===== config.mk =====
export PLATFORM = sky130hd
export DESIGN_NAME = emp_page_config
export DESIGN_NICKNAME = d
export VERILOG_FILES = /design/src/rtl/emp_pkg.sv /design/src/rtl/emp_ale_gen.sv /design/src/rtl/emp_page_config.sv
export VERILOG_INCLUDE_DIRS = /design/src /design/src/rtl
export SDC_FILE = /design/constraint.sdc
export NUM_CORES = 1
export LEC_CHECK = 0
export CAP_MARGIN = 0
export CORE_AREA = 2 2 74 76
export CTS_CLUSTER_DIAMETER = 60
export DETAILED_ROUTE_END_ITERATION = 10
export DIE_AREA = 0 0 76 78
export DONT_BUFFER_PORTS = 1
export PLACE_DENSITY = 0.64
export SYNTH_ARGS = -nofsm -noshare
export SYNTH_HDL_FRONTEND = slang
export SYNTH_SLANG_ARGS = --single-unit
export TNS_END_PERCENT = 5

===== constraint.sdc =====
create_clock -name sys_clk -period 3.55 [get_ports sys_clk]
set_clock_uncertainty 0.1 [all_clocks]
set_input_delay 0.355 -clock sys_clk [delete_from_list [all_inputs] [get_ports sys_clk]]
set_output_delay 0.355 -clock sys_clk [all_outputs]
set_load 0.02 [all_outputs]

===== src/rtl/emp_defines.svh =====
`ifndef EMP_DEFINES_SVH
`define EMP_DEFINES_SVH

// Register addresses on the core's register port
`define EMP_PAGE_ADDR      8'hAA
`define EMP_CFG_ADDR       8'hAB

// Reset values
`define EMP_PAGE_RESET     5'h00
`define EMP_MODE_RESET     2'h0
`define EMP_ALEW_RESET     2'h3

// Field positions
`define EMP_PAGE_MSB       4
`define EMP_MODE_LSB       2
`define EMP_ALEW_LSB       0

// On-chip space: 4096 bytes, wraps on twelve address bits
`define EMP_ONCHIP_MASK    16'h0FFF
`define EMP_ONCHIP_TOP     16'h1000

`endif


===== src/rtl/emp_pkg.sv =====
package emp_pkg;

  // Operating mode field encodings
  typedef enum logic [1:0] {
    EMP_MODE_INTERNAL = 2'h0,
    EMP_MODE_SPLIT_NB = 2'h1,
    EMP_MODE_SPLIT_BS = 2'h2,
    EMP_MODE_EXTERNAL = 2'h3
  } emp_mode_t;

  // One external-data move request from the core
  typedef struct packed {
    logic        is8;      // 8-bit indirect form
    logic        write;    // Write, else read
    logic [7:0]  lowAddr;  // Index register value
    logic [15:0] dptr;     // 16-bit pointer value
  } emp_req_t;

  // Routing decided for one move
  typedef struct packed {
    logic        external; // Off-chip target
    logic        hiDrive;  // Upper four address lines driven
    logic [15:0] addr;     // Address seen by the target memory
  } emp_route_t;

  // Transfer sequencer states
  typedef enum logic [2:0] {
    EMP_XF_IDLE   = 3'b001,
    EMP_XF_ONCHIP = 3'b010,
    EMP_XF_OFFCHP = 3'b100
  } emp_xfer_t;

  // Latch enable sequencer states
  typedef enum logic [2:0] {
    EMP_ALE_IDLE = 3'b001,
    EMP_ALE_HIGH = 3'b010,
    EMP_ALE_LOW  = 3'b100
  } emp_ale_t;

endpackage


===== src/rtl/emp_ale_gen.sv =====
`timescale 1ns/1ps
`default_nettype none

module emp_ale_gen
  import emp_pkg::*;
(
  input  wire logic       sys_clk, // System clock
  input  wire logic       srst,    // Synchronous reset
  input  wire logic       start,   // Begin a latch pulse
  input  wire logic [1:0] width,   // Width field, sampled at start
  output logic            ale,     // Address latch enable
  output logic            done     // High in the last low cycle
);

  emp_ale_t   state;
  logic [1:0] cnt;
  logic [1:0] widthHold;

  // Flags the last low cycle so the move can end right after the low phase
  assign done = (state == EMP_ALE_LOW) && (cnt == 2'h0);

  // High and low phases each last width plus one cycles
  always_ff @(posedge sys_clk) begin
    if (srst) begin
      state     <= EMP_ALE_IDLE;
      cnt       <= 2'h0;
      widthHold <= 2'h0;
      ale       <= 1'b0;
    end else begin
      unique case (state)
        EMP_ALE_IDLE: begin
          if (start) begin
            widthHold <= width; // Held so a register write mid-pulse has no effect
            cnt       <= width;
            ale       <= 1'b1;
            state     <= EMP_ALE_HIGH;
          end
        end
        EMP_ALE_HIGH: begin
          if (cnt == 2'h0) begin
            ale   <= 1'b0;
            cnt   <= widthHold;
            state <= EMP_ALE_LOW;
          end else begin
            cnt <= cnt - 2'h1;
          end
        end
        EMP_ALE_LOW: begin
          if (cnt == 2'h0) begin
            state <= EMP_ALE_IDLE;
          end else begin
            cnt <= cnt - 2'h1;
          end
        end
      endcase
    end
  end

endmodule

`default_nettype wire


===== src/rtl/emp_page_config.sv =====
`timescale 1ns/1ps
`default_nettype none
`include "emp_defines.svh"

module emp_page_config
  import emp_pkg::*;
(
  input  wire logic        sys_clk,   // System clock, 20 MHz
  input  wire logic        srst,      // Synchronous reset, active high
  input  wire logic        sfrWrEn,   // Register write strobe
  input  wire logic        sfrRdEn,   // Register read strobe
  input  wire logic [7:0]  sfrAddr,   // Register address
  input  wire logic [7:0]  sfrWrData, // Register write data
  output logic      [7:0]  sfrRdData, // Register read data
  input  wire logic        movxStart, // Move request pulse
  input  wire emp_req_t    movxReq,   // Move request fields
  output logic             busy,      // Move in progress
  output logic             movxDone,  // Move finished pulse
  output logic             memExt,    // Target is off-chip
  output logic             memWrite,  // Latched direction
  output logic      [15:0] effAddr,   // Address at the target memory
  output logic      [3:0]  addrHi,    // Upper address lines A11..A8
  output logic             addrHiOe,  // High while A11..A8 are driven
  output logic      [7:0]  addrLo,    // Lower address lines
  output logic             ale        // Address latch enable
);

  logic [4:0] page;
  emp_mode_t  mode;
  logic [1:0] aleWidth;
  emp_mode_t  curMode;
  logic [1:0] curWidth;
  emp_xfer_t  xstate;
  emp_route_t route;
  logic       accept;
  logic       aleDone;

  // Routing of one move from the current register contents
  function automatic emp_route_t decode(emp_mode_t m, logic [4:0] pg, emp_req_t rq);
    emp_route_t r;
    logic       split;
    r     = '0;
    split = (m == EMP_MODE_SPLIT_NB) || (m == EMP_MODE_SPLIT_BS);
    if (rq.is8) begin
      unique case (m)
        EMP_MODE_INTERNAL: begin
          r.addr = {3'h0, pg, rq.lowAddr} & `EMP_ONCHIP_MASK;
        end
        EMP_MODE_SPLIT_NB, EMP_MODE_SPLIT_BS: begin
          r.external = pg[`EMP_PAGE_MSB];
          r.addr     = {4'h0, pg[3:0], rq.lowAddr};
          r.hiDrive  = pg[`EMP_PAGE_MSB] && (m == EMP_MODE_SPLIT_BS);
        end
        EMP_MODE_EXTERNAL: begin
          r.external = 1'b1;
          r.addr     = {8'h00, rq.lowAddr};
        end
      endcase
    end else begin
      r.external = (m == EMP_MODE_EXTERNAL) || (split && rq.dptr >= `EMP_ONCHIP_TOP);
      r.addr     = r.external ? rq.dptr : (rq.dptr & `EMP_ONCHIP_MASK);
      r.hiDrive  = r.external;
    end
    return r;
  endfunction

  assign accept = movxStart && (xstate == EMP_XF_IDLE);
  assign route  = decode(mode, page, movxReq);

  // Register writes; only the defined fields are stored
  always_ff @(posedge sys_clk) begin
    if (srst) begin
      page     <= `EMP_PAGE_RESET;
      mode     <= emp_mode_t'(`EMP_MODE_RESET);
      aleWidth <= `EMP_ALEW_RESET;
    end else if (sfrWrEn) begin
      if (sfrAddr == `EMP_PAGE_ADDR) begin
        page <= sfrWrData[4:0];
      end
      if (sfrAddr == `EMP_CFG_ADDR) begin
        mode     <= emp_mode_t'(sfrWrData[`EMP_MODE_LSB +: 2]);
        aleWidth <= sfrWrData[`EMP_ALEW_LSB +: 2];
      end
    end
  end

  // Registered read; unmapped addresses read zero
  always_ff @(posedge sys_clk) begin
    if (srst) begin
      sfrRdData <= 8'h00;
    end else if (sfrRdEn) begin
      unique case (sfrAddr)
        `EMP_PAGE_ADDR: sfrRdData <= {3'h0, page};
        `EMP_CFG_ADDR:  sfrRdData <= {4'h0, mode, aleWidth};
        default:        sfrRdData <= 8'h00;
      endcase
    end
  end

  // Transfer sequencer; settings are frozen at acceptance
  always_ff @(posedge sys_clk) begin
    if (srst) begin
      xstate   <= EMP_XF_IDLE;
      busy     <= 1'b0;
      movxDone <= 1'b0;
      memExt   <= 1'b0;
      memWrite <= 1'b0;
      effAddr  <= 16'h0000;
      addrHi   <= 4'h0;
      addrHiOe <= 1'b0;
      addrLo   <= 8'h00;
      curMode  <= EMP_MODE_INTERNAL;
      curWidth <= 2'h0;
    end else begin
      movxDone <= 1'b0;
      unique case (xstate)
        EMP_XF_IDLE: begin
          if (accept) begin
            curMode  <= mode;
            curWidth <= aleWidth;
            memExt   <= route.external;
            memWrite <= movxReq.write;
            effAddr  <= route.addr;
            addrHi   <= route.hiDrive ? route.addr[11:8] : 4'h0;
            addrHiOe <= route.hiDrive;
            addrLo   <= route.addr[7:0];
            busy     <= 1'b1;
            xstate   <= route.external ? EMP_XF_OFFCHP : EMP_XF_ONCHIP;
          end
        end
        EMP_XF_ONCHIP: begin
          busy     <= 1'b0;
          movxDone <= 1'b1;
          xstate   <= EMP_XF_IDLE;
        end
        EMP_XF_OFFCHP: begin
          if (aleDone) begin
            busy     <= 1'b0;
            movxDone <= 1'b1;
            addrHiOe <= 1'b0;
            xstate   <= EMP_XF_IDLE;
          end
        end
      endcase
    end
  end

  // Latch enable pulse for off-chip moves
  emp_ale_gen u_ale (
    .sys_clk (sys_clk),
    .srst    (srst),
    .start   (accept && route.external),
    .width   (aleWidth),
    .ale     (ale),
    .done    (aleDone)
  );

  logic acc8;
  logic splitNow;
  assign acc8     = accept && movxReq.is8;
  assign splitNow = (mode == EMP_MODE_SPLIT_NB) || (mode == EMP_MODE_SPLIT_BS);
endmodule

`default_nettype wire


# Word level (Yosys, flattened, before mapping)
# Index checks and enable logic that the tools add are counted.
classes:
  n_reduce_logical: 22
  add_sub_neg: 1
  n_mux: 29
  magnitude_cmp: 1
  n_eq_ne: 17
ops:
  columns: ["op", "count"]
  rows:
  - ["$pmux W16 S2", 1]
  - ["$mux W18", 1]
  - ["$mux W3", 6]
  - ["$pmux W3 S3", 2]
  - ["$eq A8 B8 Y1 const B", 2]
  - ["$ge A16 B13 Y1 const B", 1]
  - ["$mux W16", 1]
  - ["$reduce_and A2 Y1", 6]
  - ["$pmux W5 S2", 1]
  - ["$reduce_and A3 Y1", 3]
  - ["$ne A2 B2 Y1 const B", 4]
  - ["$pmux W1 S2", 4]
  - ["$mux W1", 7]
  - ["$eq A3 B1 Y1 const B", 2]
  - ["$eq A3 B2 Y1 const B", 2]
  - ["$eq A3 B3 Y1 const B", 2]
  - ["$mux W2", 3]
  - ["$pmux W2 S3", 1]
  - ["$logic_and A1 B1 Y1", 5]
  - ["$eq A2 B2 Y1 const B", 2]
  - ["$logic_not A2 Y1", 2]
  - ["$mux W4", 1]
  - ["$ne A2 B1 Y1 const B", 2]
  - ["$reduce_bool A2 Y1", 2]
  - ["other kinds (6)", 7]
totals:
  wordCells: 87
  reg_bits: 61
  output_inout_bits: 42

# Longest topological paths before layout
# Gate-level depths: netlist of the first run.
depth:
  depth_word: 9
  ltp_mapped: 6
  ltp_nobuf: 6

# Hierarchy
# Synthesis of the first run repeated with hierarchy kept, for this count alone.
unflattened:
  hier_cells: 261
  area_unflattened_um2: 2466.1
by_module_without_submodules:
  columns: ["module", "area_each_um2", "seq_area_each_um2", "cells_per_inst", "instances"]
  rows:
  - ["emp_page_config", 2034.5, 840.8, 212, 1]
  - ["emp_ale_gen", 431.7, 160.2, 49, 1]

# Worst setup path after synthesis of the first run
# OpenSTA, ideal clock, no wires.
synth_path:
  path_kind: "register -> register"
  startpoint: "reg mode[0]"
  endpoint: "reg u_ale.cnt[1]"
  required_time_ns: 3.329
  period_less_slack_ns: 1.805
  path_stages_with_launch: 7
  slack_ns: 1.745
  arrival_time_ns: 1.583
  setup_ns: 0.121
  path_buffers: 0
  cell_sequence: "dfxtp_1 -> inv_1 -> ha_1 -> o21bai_1 -> a221oi_4 -> a21o_1 -> mux2_4"
synth_via:
  elab_chain_len: 8
  elab_cells_between_ends: 12
synth_lines:
  columns: ["item", "line_no", "source"]
  rows:
  - ["start, declared", "emp_page_config.sv:29", "emp_mode_t mode;"]
  - ["start signal, assigned", "emp_page_config.sv:74", "mode <= emp_mode_t'(`EMP_MODE_RESET);"]
  - ["start signal, assigned", "emp_page_config.sv:81", "mode <= emp_mode_t'(sfrWrData[`EMP_MODE_LSB +: 2]);"]
  - ["branches (longest 4 deep; another with $eq A2 B1 Y1)", null, null]
  - ["$mux W18 *", "emp_page_config.sv:44", "if (rq.is8) begin"]
  - ["$logic_and A1 B1 Y1 *", "emp_page_config.sv:152", ".start (accept && route.external),"]
  - ["$ne A2 B1 Y1 (no source line) *", null, null]
  - ["$reduce_and A2 Y1 (no source line) *", null, null]
  - ["end signal, assigned", "emp_ale_gen.sv:42", "cnt <= widthHold;"]
  - ["end signal, assigned", "emp_ale_gen.sv:45", "cnt <= cnt - 2'h1;"]
  - ["end signal, assigned", "emp_ale_gen.sv:52", "cnt <= cnt - 2'h1;"]
  - ["end, declared", "emp_ale_gen.sv:16", "logic [1:0] cnt;"]
# Mark *: on every way between the ends.
# A chain may end at the register's enable or synchronous reset.

# Final worst setup path of the first run
layout_path:
  startpoint: "reg xstate[1]"
  endpoint: "reg u_ale.cnt[1]"
layout_via:
  elab_chain_len: 5
layout_lines:
  columns: ["item", "line_no", "source"]
  rows:
  - ["start, declared", "emp_page_config.sv:33", "emp_xfer_t xstate;"]
  - ["start signal, assigned", "emp_page_config.sv:128", "xstate <= route.external ? EMP_XF_OFFCHP : EMP_XF_ONCHIP;"]
  - ["$eq A3 B1 Y1", "emp_page_config.sv:67", "assign accept = movxStart && (xstate == EMP_XF_IDLE);"]
  - ["$logic_and A1 B1 Y1", "emp_page_config.sv:67", null]
  - ["$logic_and A1 B1 Y1", "emp_page_config.sv:152", null]
  - ["$ne A2 B1 Y1 (no source line)", null, null]
  - ["$reduce_and A2 Y1 (no source line)", null, null]
# Every way passes these cells.

==> results.md, run 1 <==
* Status: finished, final reports clean
* Die ar. at 5930 um^2
* Placed cells at 318
* RSZ-0062 raised after global routing: false
* Crit start category: register
* Primary FF master, synth: dfxtp_1
* Worst-margin pin slew at 0.625 ns
* GP Congestion at 0.847
* Synth async-reset ratio at 0
* Yosys warns at 0
* Max Fclk at 0.489 GHz
* Final Hold Fails at 0
* First-pass GRT wire length at 8100 um
* Die Wd at 76 um
* GRT Util Overall at 0.169
* Total number of vias at 1,823
* Inserted Clock Buffers at 5
* Clk sinks at 50
* Initial Utilization at 0.486
* Hold/Removal Path Class: primary input to register
* Post-Place Setup Slack at 1.50 ns
* Final Max Slew Viols at 0
* H-tree lvl count at 2
* Initial antenna violation count at 0
* Drt drc at 0
* Max-cap check violation count at 0
* Final worst-path cycle share at 0.577
* Leakage at 0.983 nW
* Min Tclk post-route at 2.05 ns
* Peak VDD IR at 0.274 mV
* Final setup viols at 0
* Critical path fanouts, max at 32
* CP Data Required Time at 3.64 ns
* Clock Power Share at 0.335
* Antenna-violating nets left at 0
* Power share of the combinational group at 0.111
* Worst-path clk slew at approximately 0.09 ns
* Number of global-route vias before repair at 1,629
* Core Area at 5040 um^2
* Sequential Power Share at 0.554
* Cells after Synth at 272
* Psw at 0.314 mW
* Area post-placement at 2390 um^2
* Power density of the placed cells at 468 nW/um^2
* Largest net degree at the start of global routing at 49
* Netlist cell types at 49
* Vias per inst at 5.59
* WL final at 5030 um
* Setup slack after layout at 1.50 ns
* Ports at 89
* Hold Buf Count CTS at 0
* DRT Pass-1 Iters at 4
* DRT iter0 DRCs at 112
* WL/cell at 15.4 um
* Final instance area at 2500 um^2
* Die Height at 78 um
* Row cnt at 26
* Share of cells above drive strength 1 at 0.0898
* Mapped cell area at ~2500 um^2
* Seq cells post-synth at 50
* Dpl hpwl at 3590 um
* Sequential area share after synthesis at 0.408
* CTS tree: built
* Final TNS setup at 0 ns
* Total gr overflow at 0
* Worst relative slew slack at 0.584
* Layout Cells excl Fill at 326
* Overall Power at between 1 and 1.5 mW
* Synthesis-to-finish area growth at 2.19%
* Post-synth EDFFs at 0
* Root buffer cell: clkbuf_8
* Worst-skew pair later-pin latency at between 0.2 and 0.3 ns
* Post-CTS sizing at 0
* Switch share at 0.268
* Clock Path Buffers at 2
* Crit. End Element: register
* Worst path arrival time at 2.13 ns
* Setup Fix Bufs, Post-CTS at 0
* Critical path type: register to register
* Port buffer count at 0
* Antenna Diode Count at 0
* Internal power at 0.858 mW
* Final #Nets at 306
* Mapped Avg Cell Area at 9.01 um^2
[power groups by stage]
stage          sequential [mW]  clock, mW  combinational [mW]
3_3_place_gp             0.662          0               0.128
2_1_floorplan            0.637          0               0.158
4_1_cts                  0.649      0.403               0.131
5_1_grt                  0.654      0.424               0.149
3_5_place_dp             0.663          0               0.130
6_report                 0.649      0.392               0.130
[layout make-up]
type	instances	area [um^2]
fillers	491	2540
multi-input cells	188	1270
flip-flops and latches	50	1000
well taps	70	87.6
clock buffers	6	72.6
clock inverters	2	37.5
inverters	10	37.5
[state kept, by name, indices dropped and copies added, names as in the netlist, 2 cells and up]
register / flops
addrHi: 4
u_ale.cnt: 2
u_ale.widthHold: 2
u_ale.state: 3
mode: 2
page: 5
aleWidth: 2
effAddr: 16
xstate: 3
sfrRdData: 5
[cells by family (layout without fill, tap and decap cells)]
| group | count (synthesis) | in the layout | synth area share |
|---|---|---|---|
| buffers and inverters | 36 | 18 | 0.0771 |
| AOI/OAI and AO/OA | 64 | 64 | 0.191 |
| and+or+nand+nor | 96 | 96 | 0.212 |
| muxes | 21 | 21 | 0.0898 |
| DFF | 50 | 50 | 0.408 |
| other | 1 | 3 | 0.00153 |
| adders and majority gates | 4 | 4 | 0.0204 |
[path summary, 6_finish.rpt]
check | startpoint | endpoint | slack [ns] | depth (start not counted)
setup / recovery | xstate[1] | u_ale.cnt[1] | 1.50 | 4
hold reg to reg | u_ale.widthHold[0] | u_ale.widthHold[0] | 0.38 | 2
setup reg to reg | xstate[1] | u_ale.cnt[1] | 1.50 | 4
hold / removal | srst | sfrRdData[3] | 0.02 | 1
[cell usage after synthesis, types with 2 or more instances]
cell,number,share of area
nand4b_1,2,0.0071
a21oi_1,16,0.033
nand2b_1,5,0.013
a211o_1,2,0.0071
a21o_1,3,0.0092
nor3b_1,3,0.0092
mux2i_1,16,0.065
and3_1,5,0.013
inv_1,10,0.015
dfxtp_1,50,0.41
ha_1,4,0.020
nand4_1,4,0.010
o21ai_0,4,0.0082
a211oi_1,16,0.049
nor3_1,7,0.014
nor2_1,38,0.058
buf_2,7,0.014
nand2_1,13,0.020
nor2b_1,6,0.015
a22oi_1,4,0.012
o21ai_2,4,0.014
buf_4,12,0.037
mux2_2,4,0.018
a31oi_1,5,0.013
clkbuf_1,6,0.0092
nand4bb_1,2,0.0092
and4b_1,2,0.0082
[per-stage QoR]
step	hold slack [ns]	util
2_1_floorplan	0.345	-
3_3_place_gp	0.330	0.475
3_5_place_dp	0.329	0.475
4_1_cts	0.00874	0.497
5_1_grt	0.00723	0.497
6_report	0.0201	0.497
[critical path: stages, from the launching register on]
cell      delay (ns)
dfxtp_1         0.38
and4bb_2        0.74
and2_1          0.23
a21o_1          0.18
mux2_4          0.31
[layer usage]
metal	share of wire	wire length (um)	global-route usage
met5	0	0	0
met4	0.0042	21	0.0491
met3	0.064	322	0.0581
met2	0.48	2410	0.271
met1	0.45	2270	0.215
[cells in the final DEF, fill, tap and decap left out, types with 2 or more instances in the layout]
master / netlist / routed
conb_1: 1 / 3
inv_1: 10 / 10
and3_1: 5 / 5
a22oi_1: 4 / 4
mux2i_1: 16 / 16
nand2b_1: 5 / 5
nand4bb_1: 2 / 2
a211oi_1: 16 / 16
a21oi_1: 16 / 16
nor3_1: 7 / 7
o21ai_2: 4 / 4
nor3b_1: 3 / 3
nor2b_1: 6 / 6
mux2_2: 4 / 4
nand4b_1: 2 / 2
o21ai_0: 4 / 4
a31oi_1: 5 / 5
nor2_1: 38 / 38
a211o_1: 2 / 2
and4b_1: 2 / 2
nand4_1: 4 / 4
ha_1: 4 / 4
nand2_1: 13 / 13
a21o_1: 3 / 3
dfxtp_1: 50 / 50
clkbuf_8: 0 / 5
Note: power is estimated with default switching activity, not from simulation.
==> run 2, diff against run 1 <==
ABC_AREA = 1   (was default)
CORE_AREA = 2 2 73 75   (was 2 2 74 76)
DIE_AREA = 0 0 75 77   (was 0 0 76 78)
PLACE_DENSITY = 0.65   (was 0.64)
clock period = 2 ns   (was 3.55 ns; I/O delays follow)
==> run 2 against run 1 <==
  * Total power is 89% higher
  * Via count grew 21%
  * Global-route usage up 3.3 points
  * Synthesized cell count rose by 28%
  * Largest cell class unchanged
==> results.md, run 2 <==
* Status: finished, final reports clean
* Final TNS setup at 0 ns
* Crit. End Element: register
* WL final at 5630 um
* Finished Core Util at 0.564
* Critical path fanouts, max at 26
* Area occupied by multi-input gates at 1090 um^2
* Post-Synth XOR/XNOR Area at 0
* Overall Power at between 2 and 2.5 mW
* Core Area at 4980 um^2
* Ports at just under 90
* Initial Utilization at 0.486
* Top flop regs: effAddr: 16 flops, page: 5 flops, sfrRdData: 5 flops
* Crit-path leading delay family: buffers and inverters
* Simple-gate share of the synthesized area at 0.276
* Crit path cell chain: inv_1, nand3_1, nor2_4, buf_12, o21ai_0, a31oi_1, dlygate4sd3_1
* Die ar. at 5780 um^2
* Share of cells above drive strength 1 at 0.0627
* Min Tclk post-route at 1.84 ns
* Max Fclk at 0.542 GHz
* Synth top area share at 0.413
* Setup slack after layout at 0.156 ns
* Final Hold Fails at 0
* Leakage at between 1 and 1.5 nW
* Worst-path clk slew at approximately 0.090 ns
* DRT iter0 DRCs at 77
* Synth top cells by count: 77 x nand2_1, 52 x inv_1, 50 x dfxtp_1
* GP Congestion at 0.799
* Inserted Clock Buffers at 5
* Yosys warns at 0
* Hold/Removal Path Class: primary input to register
* Worst-margin pin slew at around 0.83 ns
* Number of global-route vias before repair at roughly 2,100
* Most common cell in the netlist: nand2_1
* Crit start category: register
* Largest cells by area after synthesis: dfxtp_1 41%, nand2_1 12%, inv_1 8.1%
* Drt drc at 0
* Netlist cell types at 29
* GRT Util Overall at 0.202
* Final #Nets at 417
* Total number of vias at 2,208
* Biggest register: effAddr
* Antenna-violating nets left at 0
* Max-cap check violation count at 0
* Synth async-reset ratio at 0
* Mapped cell area at approximately 2400 um^2
* Fillcell total at 501
* H-tree lvl count at 2
* Peak VDD IR at between 0.3 and 0.4 mV
* Synthesis-to-finish area growth at 15.9%
* Max reg flops at 16
* Final worst-path cycle share at 0.922
* Worst-skew pair later-pin latency at 0.30 ns
* Total gr overflow at 0
* Area share of fa/ha/maj cells after synthesis at 0.0207
* Synth Area in Compound Gates at 0.147
* Worst path arrival time at 1.99 ns
* CP Data Required Time at 2.15 ns
* CTS tree: built
* Most frequent cells in the layout: 77 x nand2_1, 52 x inv_1, 50 x dfxtp_1
* Final setup viols at 0
* Synth area leader: dfxtp_1
* Power density of the placed cells at ~790 nW/um^2
* Clk sinks at 50
* Storage cell area at 1000 um^2
* Post-Place Setup Slack at ~0.27 ns
* Critical path type: register to register
* Die Wd at 75 um
* Root buffer cell: clkbuf_8
* CP bufs+invs at 3
* Final Max Slew Viols at 0
* Seq cells post-synth at 50
* Sequential area share after synthesis at 0.413
* Primary FF master, synth: dfxtp_1
* Antenna Diode Count at 0
* Port buffer count at 0
* Dpl hpwl at 3850 um
* Commonest non-fill, non-tap cell in the layout: nand2_1
* WL/cell at between 10 and 15 um
* DRT Pass-1 Iters at 4
* Row cnt at 26
* Vias per inst at 5.05
* Post-synth EDFFs at 0
* Initial antenna violation count at 0
* First-pass GRT wire length at ~9000 um
* CP max stage delay at 0.57 ns
* Clock Path Buffers at 2
* Slowest-stage cell, CP: dlygate4sd3_1
* Largest family of logic cells by synthesized area: simple AND/OR/NAND/NOR gates
* Largest net degree at the start of global routing at 27
* Worst relative slew slack at 0.446
* Cells after Synth at 349
* Die Height at roughly 77 um
* Multiplexer share of the synthesized area at 0
* Mapped Avg Cell Area at a little under 7 um^2
[run 2: worst paths after layout]
kind              cells after the start         start                  to  slack [ns]
hold / removal                        4  sfrWrData[1]             page[1]        0.01
setup reg to reg                      7     xstate[1]          effAddr[2]        0.16
hold reg to reg                       2   aleWidth[0]  u_ale.widthHold[0]        0.39
setup / recovery                      7     xstate[1]          effAddr[2]        0.16
[run 2: worst min-delay path: cells and delay by family]
| family | cells | cell delay, ns |
|---|---|---|
| simple gates | 3 | 0.14 |
| buf+inv | 1 | 0.03 |
[run 2: kinds of logic after synthesis]
| family | after synthesis |
|---|---|
| buf+inv | 77 |
| flops | 50 |
| fa+ha+maj | 4 |
| compound gates | 64 |
| simple gates | 153 |
| other cells | 1 |
[run 2: final cells by class]
cell class	instances	area share
multi-input cells	224	0.390
flip-flops and latches	50	0.357
repair buffers	30	0.110
inverters	55	0.0736
clock buffers	8	0.0392
well taps	70	0.0312
[run 2: stage by stage]
stage | hold slack (ns) | instances | cell area [um^2]
after floorplan | 0.177 | 351 | 2430
after global placement | 0.173 | 401 | 2400
after detailed placement | 0.174 | 401 | 2400
after CTS | 0.00179 | 437 | 2790
after global routing | 0.0223 | 437 | 2810
final | 0.0135 | 437 | 2810
[run 2: power by group]
group,internal (mW),switching [mW],total [mW],leakage (nW)
registers,1.06,0.123,1.19,0.409
clock network,0.350,0.328,0.678,0.0575
logic,0.148,0.203,0.351,0.783
[run 2: timing repair]
action / 4_1_cts / 5_1_grt
setup endpoints to repair: 0 / 7
hold buffers: 28 / 0
hold endpoints to repair: 39 / 0
resized for setup: 0 / 5
setup buffers: 0 / 0
[run 2: per-layer routing]
metal,vias up,GRT usage,share of wire
li1,1130,-,-
met5,-,0,0
met1,980,0.226,0.42
met4,0,0.0696,0.013
met3,9,0.0591,0.088
met2,89,0.354,0.48
